### src/pkg/lookup_regs_pkg.sv
// constants for the lookup engine control register group
package lookup_regs_pkg;
  // register offsets on the 12-bit switch register address
  localparam logic [11:0] ADDR_CTRL_ONE = 12'h311;
  localparam logic [11:0] ADDR_CTRL_TWO = 12'h312;
  localparam logic [11:0] ADDR_AGE_PERIOD = 12'h313;
  localparam logic [11:0] ADDR_IRQ_STATUS = 12'h314;
  localparam logic [11:0] ADDR_IRQ_MASK = 12'h315;
  // flush trigger bits of control one
  localparam int BIT_FLUSH_WHOLE = 5;
  localparam int BIT_FLUSH_MSTP = 4;
  // fields of control two
  localparam int BIT_RESERVED_TWO = 7;
  localparam int BIT_DTAG_TRAP = 6;
  localparam int BIT_DYN_FILTER = 5;
  localparam int BIT_STATIC_FILTER = 4;
  localparam int FLUSH_OPT_HI = 3;
  localparam int FLUSH_OPT_LO = 2;
  localparam int PRIO_HI = 1;
  localparam int PRIO_LO = 0;
  // flush option encodings
  localparam logic [1:0] FLUSH_NONE = 2'h0;
  localparam logic [1:0] FLUSH_DYNAMIC = 2'h1;
  localparam logic [1:0] FLUSH_STATIC = 2'h2;
  localparam logic [1:0] FLUSH_BOTH = 2'h3;
  // priority source encodings
  localparam logic [1:0] PRIO_DA = 2'h0;
  localparam logic [1:0] PRIO_SA = 2'h1;
  localparam logic [1:0] PRIO_HIGHER = 2'h2;
  localparam logic [1:0] PRIO_LOWER = 2'h3;
  // interrupt bit positions
  localparam int IRQ_LEARN_FAIL = 2;
  localparam int IRQ_ALMOST_FULL = 1;
  localparam int IRQ_WRITE_FAIL = 0;
  localparam int IRQ_BITS = 3;
  // reset values
  localparam logic [7:0] CTRL_TWO_RESET = 8'h00;
  localparam logic [7:0] AGE_PERIOD_RESET = 8'h4b;
  localparam logic [2:0] IRQ_STATUS_RESET = 3'h0;
  localparam logic [2:0] IRQ_MASK_RESET = 3'h7;
  // almost full bucket occupancy bounds
  localparam logic [2:0] ALMOST_FULL_MIN = 3'h2;
  localparam logic [2:0] ALMOST_FULL_MAX = 3'h3;
  // timing: age unit is one second at a 50 ns clock
  localparam int CLK_PERIOD_NS = 50;
  localparam int AGE_UNIT_NS = 1000000000;
  localparam int AGE_UNIT_CYCLES = AGE_UNIT_NS / CLK_PERIOD_NS;
endpackage : lookup_regs_pkg

### src/pkg/lookup_irq_if.sv
// interrupt status and mask group between register front end and irq bank
interface lookup_irq_if;
  logic [2:0] events;
  logic [2:0] clear;
  logic mask_wr;
  logic [2:0] mask_wdata;
  logic [2:0] status;
  logic [2:0] mask;
  logic irq;
  logic summary;
  modport bank (
    input events,
    input clear,
    input mask_wr,
    input mask_wdata,
    output status,
    output mask,
    output irq,
    output summary
  );
  modport ctrl (
    output events,
    output clear,
    output mask_wr,
    output mask_wdata,
    input status,
    input mask,
    input irq,
    input summary
  );
endinterface : lookup_irq_if

### src/lookup_engine_control_regs.sv
// lookup engine control registers, flush control, forwarding and aging
module lookup_engine_control_regs #(
  parameter int PORTS = 7,
  parameter int PRIO_W = 3,
  parameter int AGE_UNIT_CYCLES = lookup_regs_pkg::AGE_UNIT_CYCLES
) (
  input wire logic clk,
  input wire logic reset_n,
  input wire logic [11:0] addr,
  input wire logic [7:0] wdata,
  input wire logic wr_en,
  input wire logic rd_en,
  output logic [7:0] rdata,
  input wire logic lookup_valid,
  input wire logic lookup_hit,
  input wire logic hit_is_static,
  input wire logic reserved_mcast,
  input wire logic double_tag_mode,
  input wire logic [PORTS-1:0] table_port_map,
  input wire logic [PORTS-1:0] vlan_port_map,
  input wire logic [PORTS-1:0] host_port_map,
  input wire logic [PRIO_W-1:0] da_priority,
  input wire logic [PRIO_W-1:0] sa_priority,
  output logic fwd_valid,
  output logic [PORTS-1:0] fwd_port_map,
  output logic [PRIO_W-1:0] mac_address_priority,
  output logic flush_start,
  output logic flush_busy,
  output logic flush_whole,
  output logic flush_mstp,
  output logic [1:0] flush_scope,
  input wire logic flush_done,
  output logic age_step,
  input wire logic learn_fail_event,
  input wire logic static_write,
  input wire logic static_write_ok,
  input wire logic [2:0] bucket_valid_count,
  output logic lookup_engine_irq_summary,
  output logic irq
);
  typedef enum logic {FLUSH_IDLE, FLUSH_RUN} flush_state_t;

  logic rst_meta;
  logic rst_n;
  logic [7:0] ctrl_two;
  logic [7:0] age_period;
  flush_state_t flush_state;
  logic [31:0] sec_count;
  logic [7:0] period_count;
  lookup_irq_if irq_bus ();

  // reset release through two flip-flops
  always_ff @(posedge clk or negedge reset_n) begin
    if (!reset_n) begin
      rst_meta <= 1'b0;
      rst_n <= 1'b0;
    end else begin
      rst_meta <= 1'b1;
      rst_n <= rst_meta;
    end
  end

  // address decode
  wire wr_ctrl_one = wr_en && (addr == lookup_regs_pkg::ADDR_CTRL_ONE);
  wire wr_ctrl_two = wr_en && (addr == lookup_regs_pkg::ADDR_CTRL_TWO);
  wire wr_age = wr_en && (addr == lookup_regs_pkg::ADDR_AGE_PERIOD);
  wire wr_status = wr_en && (addr == lookup_regs_pkg::ADDR_IRQ_STATUS);
  wire wr_mask = wr_en && (addr == lookup_regs_pkg::ADDR_IRQ_MASK);

  // control two fields
  wire dtag_trap = ctrl_two[lookup_regs_pkg::BIT_DTAG_TRAP];
  wire dyn_filter = ctrl_two[lookup_regs_pkg::BIT_DYN_FILTER];
  wire static_filter = ctrl_two[lookup_regs_pkg::BIT_STATIC_FILTER];
  wire [1:0] flush_opt = ctrl_two[lookup_regs_pkg::FLUSH_OPT_HI:lookup_regs_pkg::FLUSH_OPT_LO];
  wire [1:0] prio_sel = ctrl_two[lookup_regs_pkg::PRIO_HI:lookup_regs_pkg::PRIO_LO];

  // flush trigger decode, ignored while a flush runs
  wire trig_whole = wdata[lookup_regs_pkg::BIT_FLUSH_WHOLE];
  wire trig_mstp = wdata[lookup_regs_pkg::BIT_FLUSH_MSTP];
  wire trig_any = wr_ctrl_one && (trig_whole || trig_mstp) && (flush_state == FLUSH_IDLE);
  wire flush_go = trig_any && (flush_opt != lookup_regs_pkg::FLUSH_NONE);
  wire flush_end = (flush_state == FLUSH_RUN) && flush_done;

  // control two: software write, option cleared when a flush ends unless control two is written in that cycle
  always_ff @(posedge clk or negedge rst_n) begin
    if (!rst_n) begin
      ctrl_two <= lookup_regs_pkg::CTRL_TWO_RESET;
    end else if (wr_ctrl_two) begin
      ctrl_two <= wdata;
    end else if (flush_end) begin
      ctrl_two[lookup_regs_pkg::FLUSH_OPT_HI:lookup_regs_pkg::FLUSH_OPT_LO] <=
        lookup_regs_pkg::FLUSH_NONE;
    end
  end

  // age period register
  always_ff @(posedge clk or negedge rst_n) begin
    if (!rst_n) begin
      age_period <= lookup_regs_pkg::AGE_PERIOD_RESET;
    end else if (wr_age) begin
      age_period <= wdata;
    end
  end

  // flush sequencer
  always_ff @(posedge clk or negedge rst_n) begin
    if (!rst_n) begin
      flush_state <= FLUSH_IDLE;
    end else begin
      unique case (flush_state)
        FLUSH_IDLE: if (flush_go) flush_state <= FLUSH_RUN;
        FLUSH_RUN: if (flush_done) flush_state <= FLUSH_IDLE;
      endcase
    end
  end

  // flush outputs toward the table engine, scope latched at start
  always_ff @(posedge clk or negedge rst_n) begin
    if (!rst_n) begin
      flush_start <= 1'b0;
      flush_busy <= 1'b0;
      flush_whole <= 1'b0;
      flush_mstp <= 1'b0;
      flush_scope <= lookup_regs_pkg::FLUSH_NONE;
    end else begin
      flush_start <= flush_go;
      flush_busy <= flush_go || (flush_busy && !flush_done);
      if (flush_go) begin
        flush_whole <= trig_whole;
        flush_mstp <= trig_mstp;
        flush_scope <= flush_opt;
      end else if (flush_end) begin
        flush_whole <= 1'b0;
        flush_mstp <= 1'b0;
        flush_scope <= lookup_regs_pkg::FLUSH_NONE;
      end
    end
  end

  // forwarding map selection
  wire [PORTS-1:0] and_map = table_port_map & vlan_port_map;
  wire trap_hit = dtag_trap && double_tag_mode && reserved_mcast;
  wire use_filter = lookup_hit && (hit_is_static ? static_filter : dyn_filter);
  wire [PORTS-1:0] next_fwd_map = trap_hit ? host_port_map :
                                  use_filter ? and_map : table_port_map;

  // priority source selection
  wire [PRIO_W-1:0] higher_prio = (da_priority > sa_priority) ? da_priority : sa_priority;
  wire [PRIO_W-1:0] lower_prio = (da_priority < sa_priority) ? da_priority : sa_priority;
  wire [PRIO_W-1:0] next_prio = (prio_sel == lookup_regs_pkg::PRIO_DA) ? da_priority :
                                (prio_sel == lookup_regs_pkg::PRIO_SA) ? sa_priority :
                                (prio_sel == lookup_regs_pkg::PRIO_HIGHER) ? higher_prio :
                                lower_prio;

  // lookup results, one cycle after the request
  always_ff @(posedge clk or negedge rst_n) begin
    if (!rst_n) begin
      fwd_valid <= 1'b0;
      fwd_port_map <= '0;
      mac_address_priority <= '0;
    end else begin
      fwd_valid <= lookup_valid;
      if (lookup_valid) begin
        fwd_port_map <= next_fwd_map;
        mac_address_priority <= next_prio;
      end
    end
  end

  // one-second tick and age period step
  wire sec_tick = (sec_count == 32'(AGE_UNIT_CYCLES - 1));
  wire period_last = (period_count >= (age_period - 8'h01));
  always_ff @(posedge clk or negedge rst_n) begin
    if (!rst_n) begin
      sec_count <= '0;
      period_count <= '0;
      age_step <= 1'b0;
    end else begin
      sec_count <= sec_tick ? '0 : sec_count + 32'h1;
      age_step <= sec_tick && (age_period != 8'h00) && period_last;
      if (sec_tick) begin
        period_count <= period_last ? 8'h00 : period_count + 8'h01;
      end
    end
  end

  // interrupt events and software access to the bank
  wire almost_full_hit = (bucket_valid_count >= lookup_regs_pkg::ALMOST_FULL_MIN) &&
                         (bucket_valid_count <= lookup_regs_pkg::ALMOST_FULL_MAX);
  assign irq_bus.events[lookup_regs_pkg::IRQ_LEARN_FAIL] = learn_fail_event;
  assign irq_bus.events[lookup_regs_pkg::IRQ_ALMOST_FULL] =
    static_write && static_write_ok && almost_full_hit;
  assign irq_bus.events[lookup_regs_pkg::IRQ_WRITE_FAIL] =
    static_write && !static_write_ok;
  assign irq_bus.clear = wr_status ? wdata[2:0] : 3'h0;
  assign irq_bus.mask_wr = wr_mask;
  assign irq_bus.mask_wdata = wdata[2:0];

  lookup_irq_bank u_irq_bank (
    .clk(clk),
    .rst_n(rst_n),
    .irq_bus(irq_bus)
  );

  // interrupt outputs come from the bank's flip-flops
  assign irq = irq_bus.irq;
  assign lookup_engine_irq_summary = irq_bus.summary;

  // read mux, reserved bits read zero except control two bit 7, which reads back as written
  wire [7:0] ctrl_one_view = {2'h0, flush_whole, flush_mstp, 4'h0};
  wire [7:0] read_word =
    (addr == lookup_regs_pkg::ADDR_CTRL_ONE) ? ctrl_one_view :
    (addr == lookup_regs_pkg::ADDR_CTRL_TWO) ? ctrl_two :
    (addr == lookup_regs_pkg::ADDR_AGE_PERIOD) ? age_period :
    (addr == lookup_regs_pkg::ADDR_IRQ_STATUS) ? {5'h00, irq_bus.status} :
    (addr == lookup_regs_pkg::ADDR_IRQ_MASK) ? {5'h00, irq_bus.mask} : 8'h00;

  // read data stand for the one cycle after the strobe
  always_ff @(posedge clk or negedge rst_n) begin
    if (!rst_n) begin
      rdata <= 8'h00;
    end else begin
      rdata <= rd_en ? read_word : 8'h00;
    end
  end
endmodule : lookup_engine_control_regs

### src/lookup_irq_bank.sv
// sticky lookup table interrupt status, mask and interrupt outputs
module lookup_irq_bank (
  input wire logic clk,
  input wire logic rst_n,
  lookup_irq_if.bank irq_bus
);
  logic [2:0] next_status;
  logic [2:0] next_mask;
  logic [2:0] pending;

  // set wins over a same-cycle clear, status holds until cleared
  assign next_status = (irq_bus.status & ~irq_bus.clear) | irq_bus.events;
  assign next_mask = irq_bus.mask_wr ? irq_bus.mask_wdata : irq_bus.mask;
  // a mask bit of one blocks its source
  assign pending = next_status & ~next_mask;

  // status, mask and both interrupt levels
  always_ff @(posedge clk or negedge rst_n) begin
    if (!rst_n) begin
      irq_bus.status <= lookup_regs_pkg::IRQ_STATUS_RESET;
      irq_bus.mask <= lookup_regs_pkg::IRQ_MASK_RESET;
      irq_bus.irq <= 1'b0;
      irq_bus.summary <= 1'b0;
    end else begin
      irq_bus.status <= next_status;
      irq_bus.mask <= next_mask;
      irq_bus.irq <= |pending;
      irq_bus.summary <= |next_status;
    end
  end
endmodule : lookup_irq_bank

### config.mk
export PLATFORM = sky130hd
export DESIGN_NAME = lookup_engine_control_regs
export DESIGN_NICKNAME = d
export VERILOG_FILES = /design/src/pkg/lookup_regs_pkg.sv /design/src/pkg/lookup_irq_if.sv /design/src/lookup_engine_control_regs.sv /design/src/lookup_irq_bank.sv
export SDC_FILE = /design/constraint.sdc
export NUM_CORES = 1
export LEC_CHECK = 0
export BUFFER_PORTS_ARGS = -buffer_cell sky130_fd_sc_hd__buf_2
export CORE_AREA = 2 2 94 96
export DETAILED_ROUTE_END_ITERATION = 7
export DIE_AREA = 0 0 96 98
export PLACE_DENSITY = 0.81
export SYNTH_ARGS = -nofsm -noshare
export SYNTH_HDL_FRONTEND = slang
export SYNTH_SLANG_ARGS = --single-unit
### constraint.sdc
create_clock -name clk -period 7 [get_ports clk]
set_clock_uncertainty 0.05 [all_clocks]
set_input_delay 1.4 -clock clk [delete_from_list [all_inputs] [get_ports clk]]
set_output_delay 1.4 -clock clk [all_outputs]
set_load 0.005 [all_outputs]
* Yosys cells after proc, flatten, opt, wreduce, memory -nomap -nowiden
Cells that the tools add are included.
** Word-level totals
- Bits in registers :: 93
- Input bits :: 63
- Output and inout port bits :: 28
- Word-level logic and storage cells :: 102
** Cells by class
- Add/subtract/negate cells :: 3
- $lt $le $gt $ge :: 5
- Equal/unequal tests :: 8
- Muxes and demuxes :: 27
- Bitwise operators :: 7
- Reduce and logical (&&, ||, !) cells :: 30
** Operators by type and width (number)
- $eq A12 B10 Y1 const B :: 5
- $mux W8 :: 5
- $add A32 B1 Y32 const B :: 1
- $eq A32 B25 Y1 const B :: 1
- $mux W32 :: 1
- $mux W3 :: 9
- $logic_and A1 B1 Y1 :: 19
- $mux W7 :: 2
- $add A8 B1 Y8 const B :: 1
- $ge A8 B8 Y1 :: 1
- $reduce_bool A8 Y1 :: 1
- $sub A8 B1 Y8 const B :: 1
- $and A7 B7 Y7 :: 1
- $and A3 B3 Y3 :: 2
- $mux W1 :: 6
- $mux W2 :: 3
- $not A3 Y3 :: 2
- $reduce_bool A2 Y1 :: 3
- $reduce_or A3 Y1 :: 2
- $ge A3 B2 Y1 const B :: 1
- $gt A3 B3 Y1 :: 1
- $le A3 B2 Y1 const B :: 1
- $lt A3 B3 Y1 :: 1
- $or A3 B3 Y3 :: 1
- other kinds (7) :: 9

* Longest topological paths before layout
- Word-level depth :: 8
- Gate-level depth with buffers :: 10
- Mapped depth without buffers :: 10

* By module
A second synthesis with hierarchy kept.
** Second synthesis, totals
- Cell total of the unflattened synthesis :: 463
- Area total of the unflattened synthesis :: 4780.8 µm²
** By module, submodules not included
- lookup_engine_control_regs :: instances 1, cells an instance 441, area an instance 4473.0 µm², seq. area each 2132.0 µm²
- lookup_irq_bank :: instances 1, cells an instance 22, area an instance 307.8 µm², seq. area each 203.9 µm²

* Worst setup path before layout
Ideal clock, no wire load.
- Kind :: input to register
- Start point :: in addr[7]
- End point :: reg u_irq_bank.irq_bus.irq
- Library setup time :: 0.124 ns
- Arrival :: 3.056 ns
- Required time :: 6.826 ns
- Path slack :: 3.770 ns
- Cell stages on the path :: 5
- Path buffers :: 0
- Cell sequence :: or4b_4 -> nor4_1 -> nand2_1 -> mux2i_1 -> a211o_1
** Between the ends
- Word-level cells in the longest chain between the ends :: 8
- Elaborated cells between the ends (all ways) :: 12
- Those cells by class :: 2 x eq/ne; 2 x mux; 5 x bitwise; 3 x reduce/logical
** Ends and longest elaborated chain
- from (decl) :: RTL line lookup_engine_control_regs.sv:9 : input wire logic [11:0] addr,
- $eq A12 B10 Y1 :: RTL line lookup_engine_control_regs.sv:67 : wire wr_status = wr_en && (addr == lookup_regs_pkg::ADDR_IRQ_STATUS);
- $logic_and A1 B1 Y1 :: RTL line lookup_engine_control_regs.sv:67
- $mux W3 :: RTL line lookup_engine_control_regs.sv:195 : assign irq_bus.clear = wr_status ? wdata[2:0] : 3'h0;
- $not A3 Y3 :: RTL line lookup_irq_bank.sv:12 : assign next_status = (irq_bus.status & ~irq_bus.clear) | irq_bus.events;
- $and A3 B3 Y3 :: RTL line lookup_irq_bank.sv:12
- $or A3 B3 Y3 :: RTL line lookup_irq_bank.sv:12
- $and A3 B3 Y3 * :: RTL line lookup_irq_bank.sv:15 : assign pending = next_status & ~next_mask;
- $reduce_or A3 Y1 * :: RTL line lookup_irq_bank.sv:27 : irq_bus.irq <= |pending;
- to (signal assigned) :: RTL line lookup_irq_bank.sv:27
- to (decl) :: RTL line lookup_irq_if.sv:18 : output irq,
Every way passes the cells marked *; elsewhere a longest branch is shown, timed or not.
A chain may end at the register's enable or synchronous reset.

* Worst setup path after layout
- Start point :: in addr[7]
- End point :: reg age_period[7]
** Between the ends
- Word-level cells in the longest chain between the ends :: 2
** Ends and longest elaborated chain
- $eq A12 B10 Y1 :: RTL line lookup_engine_control_regs.sv:66 : wire wr_age = wr_en && (addr == lookup_regs_pkg::ADDR_AGE_PERIOD);
- $logic_and A1 B1 Y1 :: RTL line lookup_engine_control_regs.sv:66
- to (signal assigned) :: RTL line lookup_engine_control_regs.sv:99 : age_period <= lookup_regs_pkg::AGE_PERIOD_RESET;
- to (signal assigned) :: RTL line lookup_engine_control_regs.sv:101 : age_period <= wdata;
- to (decl) :: RTL line lookup_engine_control_regs.sv:46 : logic [7:0] age_period;
No other way between the ends.

==> summary.md <==
| Metric | Value |
|---|---|
| Post-synthesis sequential area ratio | between 40 and 50% |
| Clock buffer count from CTS | 9 |
| DIE AREA | 9408 sq um |
| RSZ-0062 raised after global routing | no |
| Hold Vio Cnt, Final | 0 |
| Fmax | 0.3038 GHz |
| Nets | 628 |
| Clock Power Share | about 36% |
| HP Start | rst_meta |
| Worst skew pair latency | 0.37 ns |
| Non-filler cells, final | ~660 |
| Initial drt markers | 141 |
| Gr usage total | 22.91% |
| Synth Cell Area | 4698 sq um |
| Starting Density | 55.50% |
| Number of synthesized flops with an enable pin | 0 |
| Min Tclk post-route | 3.292 ns |
| Vias in the first global route | 3,774 |
| Gate power share | 6.5% |
| Pint | between 0.7 and 0.8 mW |
| Worst Hold Class | reg2reg |
| Worst endpoint required time | approximately 7 ns |
| Clk root buf | clkbuf_8 |
| Worst reg2reg setup slack | 3.91 ns |
| Worst flop-to-flop path startpoint | age_period[5] |
| Clock slew at reported path FFs | approximately 0.1 ns |
| Diode count | 0 |
| Final Max Slew Viols | 0 |
| Top cells by count, synth | 86 x dfrtp_1, 44 x nand2_1, 37 x nor2_1 |
| Sw frac | 26.03% |
| Worst path slowest cell | or4b_4 |
| GP Congestion | 0.8539 |
| Cell Pwr Density | 177.0 nW/um^2 |
| Critical Path Sink Type | register |
| Clock buffer depth | 2 |
| Initial antenna violation count | 0 |
| Placed Cells | 647 |
| Rel. slew slack | 26.01% |
| Syn_area_per_cell | 10.26 sq um |
| Routed Antenna Nets | 0 |
| Crit path DAT | 3.50 ns |
| DR vias/cell | roughly 5.6 |
| Slew @ Worst Pin | 1.110 ns |
| Critical path launch point type | primary input |
| Most common cell in the synthesized netlist | dfrtp_1 |
| Final period util | 47.03% |
| Setup violators final | 0 |
| Crit path max-delay family | simple AND/OR/NAND/NOR gates |
| Synth Instances | 458 |
| Proportion of layout cells with a drive suffix above 1 | 23.42% |
| FFs w/ async S/R, synth | 100.0% |
| Rows | 34 |
| Cts repair resizes | 0 |
| Seq pwr share | between 50% and 60% |
| PortBufs | 89 |
| Wire per inst | approximately 15 um |
| CTS tree | built |
| Synthesis-to-layout area growth | 15.87% |
| Clock sink count | 93 |
| P_sw | about 0.25 mW |
| Synth warn | 0 |
| Distinct cells, synth | 53 |
| Max-Cap Viols | 0 |
| Drt first pass iters | 4 |
| HPWL after DPL | 7.577 mm |
| Outcome | complete, no violations |
| Worst hold endpoint | rst_n |
| Overall routed net length | 9.977 mm |
| Pleak | about 2.6 nW |
| Ports | 91 |
| Critical path, cell by cell | buf_2 -> or4b_4 -> nor4_4 -> nand4_1 -> mux2_2 |
| CP Class | in2reg |
| Slowest cell delay on critical path | 0.57 ns |
| Synth top area share | around 46% |
| Dominant synthesized flop cell | dfrtp_1 |
| Worst vdd ir | about 0.085 mV |
| Setup TNS | 0 ns |
| WHS | roughly 0.33 ns |
| Residual DRC | 0 |
| CP max FO | 12 |
| Largest net degree at the start of global routing | 92 |
| Via count | 3,694 |
| Synth top area cells | dfrtp_1 46%, xnor2_1 6.0%, ha_1 4.0%, dfstp_2 3.9%, mux2i_1 3.8% |
| Floorplan Core Area | 8466 sq um |
| Synth Net Count | 536 |
| Die Span Y | 98 um |
| H-Tree Depth | 3 |
| Reg2reg end | age_step |
| Yosys top cell by area | dfrtp_1 |
| CTS Hold Bufs | 0 |
| Overflow after GRT | 0 |
| Worst Reg2Reg Path Length in Cells | 7 |
| Worst Path Buf+Inv | 1 |
| Hold path cells | 0 |
| First-pass GRT wire length | 16.95 mm |
| Yosys reg bits | 93 |
| Die span in x | 96 um |
| # Post-CTS Setup Buffers | 0 |
## flip-flops by register name (all words and copies together) (netlist names), 2 cells and up
name                       count
u_irq_bank.irq_bus.status      3
ctrl_two                       8
age_period                     8
rdata                          8
u_irq_bank.irq_bus.mask        3
fwd_port_map                   7
period_count                   8
flush_scope                    2
sec_count                     32
mac_address_priority           3
## stage by stage
stage | util (%) | total power [mW] | cell area [sq um] | setup WS, ns
after global placement | 62.06 | 0.6282 | 5254 | 3.375
after floorplan | - | 0.5952 | 4698 | 3.770
after global routing | 64.31 | 1.009 | 5444 | 3.545
after CTS | 64.31 | 0.9735 | 5444 | 3.714
after detailed placement | 62.06 | 0.6306 | 5254 | 3.317
final | 64.31 | 0.9633 | 5444 | 3.708
## worst max path at each step
stage | startpoint | endpoint | cells past startpoint
4_1_cts | addr[7] | age_period[7] | 5
3_5_place_dp | addr[7] | age_period[7] | 5
5_1_grt | addr[7] | u_irq_bank.irq_bus.irq | 6
3_3_place_gp | addr[7] | age_period[7] | 5
6_report | addr[7] | age_period[7] | 5
2_1_floorplan | addr[7] | u_irq_bank.irq_bus.irq | 5
## layer usage
layer / wire length [um] / vias up / GRT usage (%)
met5: 0 / - / 0
met4: 147 / 0 / 7.912
met3: 533 / 19 / 5.556
met2: 4837 / 114 / 36.54
met1: 4459 / 1755 / 30.47
li1: - / 1806 / -
## cell families (layout without fill, tap and decap cells)
group,Yosys count,after routing,share of synthesized area [%]
adders and majority gates,15,15,3.995
AOI/OAI and AO/OA,70,70,9.694
and+or+nand+nor,176,176,19.87
other,1,1,0.07982
buffers and inverters,34,131,2.770
xor gates and xnor gates,41,41,7.643
muxes,28,28,6.232
DFF,93,93,49.72
## cells in the final DEF (no fill, tap or decap), types with 3 or more instances in the layout
cell / n
a211oi_1: 3
a21o_1: 5
a21oi_1: 12
a22oi_1: 3
a31oi_1: 10
and2_1: 6
and3_1: 8
and4_1: 3
buf_2: 89
clkbuf_8: 9
dfrtp_1: 85
dfstp_2: 7
ha_1: 15
inv_1: 25
inv_8: 3
mux2_2: 10
mux2i_1: 18
nand2_1: 44
nand2b_1: 6
nand3_1: 21
nand4_1: 12
nor2_1: 37
nor2b_1: 5
nor3_1: 6
nor4_1: 9
nor4b_1: 4
o211ai_1: 7
o21ai_0: 16
o221ai_1: 3
xnor2_1: 32
xor2_1: 9
## final cells by class
type,count,area (sq um)
Inverter,25,93.84
Tap cell,108,135.1
Sequential cell,93,2340
Clock inverter,7,66.31
Clock buffer,9,123.9
Fill cell,690,3022
Timing Repair Buffer,90,452.9
Multi-Input combinational cell,331,2232
## power groups by stage
stage | clock network (mW) | registers, mW | logic (mW)
3_5_place_dp | 0 | 0.568 | 0.0621
3_3_place_gp | 0 | 0.568 | 0.0601
2_1_floorplan | 0 | 0.566 | 0.0295
4_1_cts | 0.353 | 0.558 | 0.0624
6_report | 0.344 | 0.557 | 0.0625
5_1_grt | 0.378 | 0.561 | 0.0699
No activity file was read; power rests on OpenSTA's default activity.
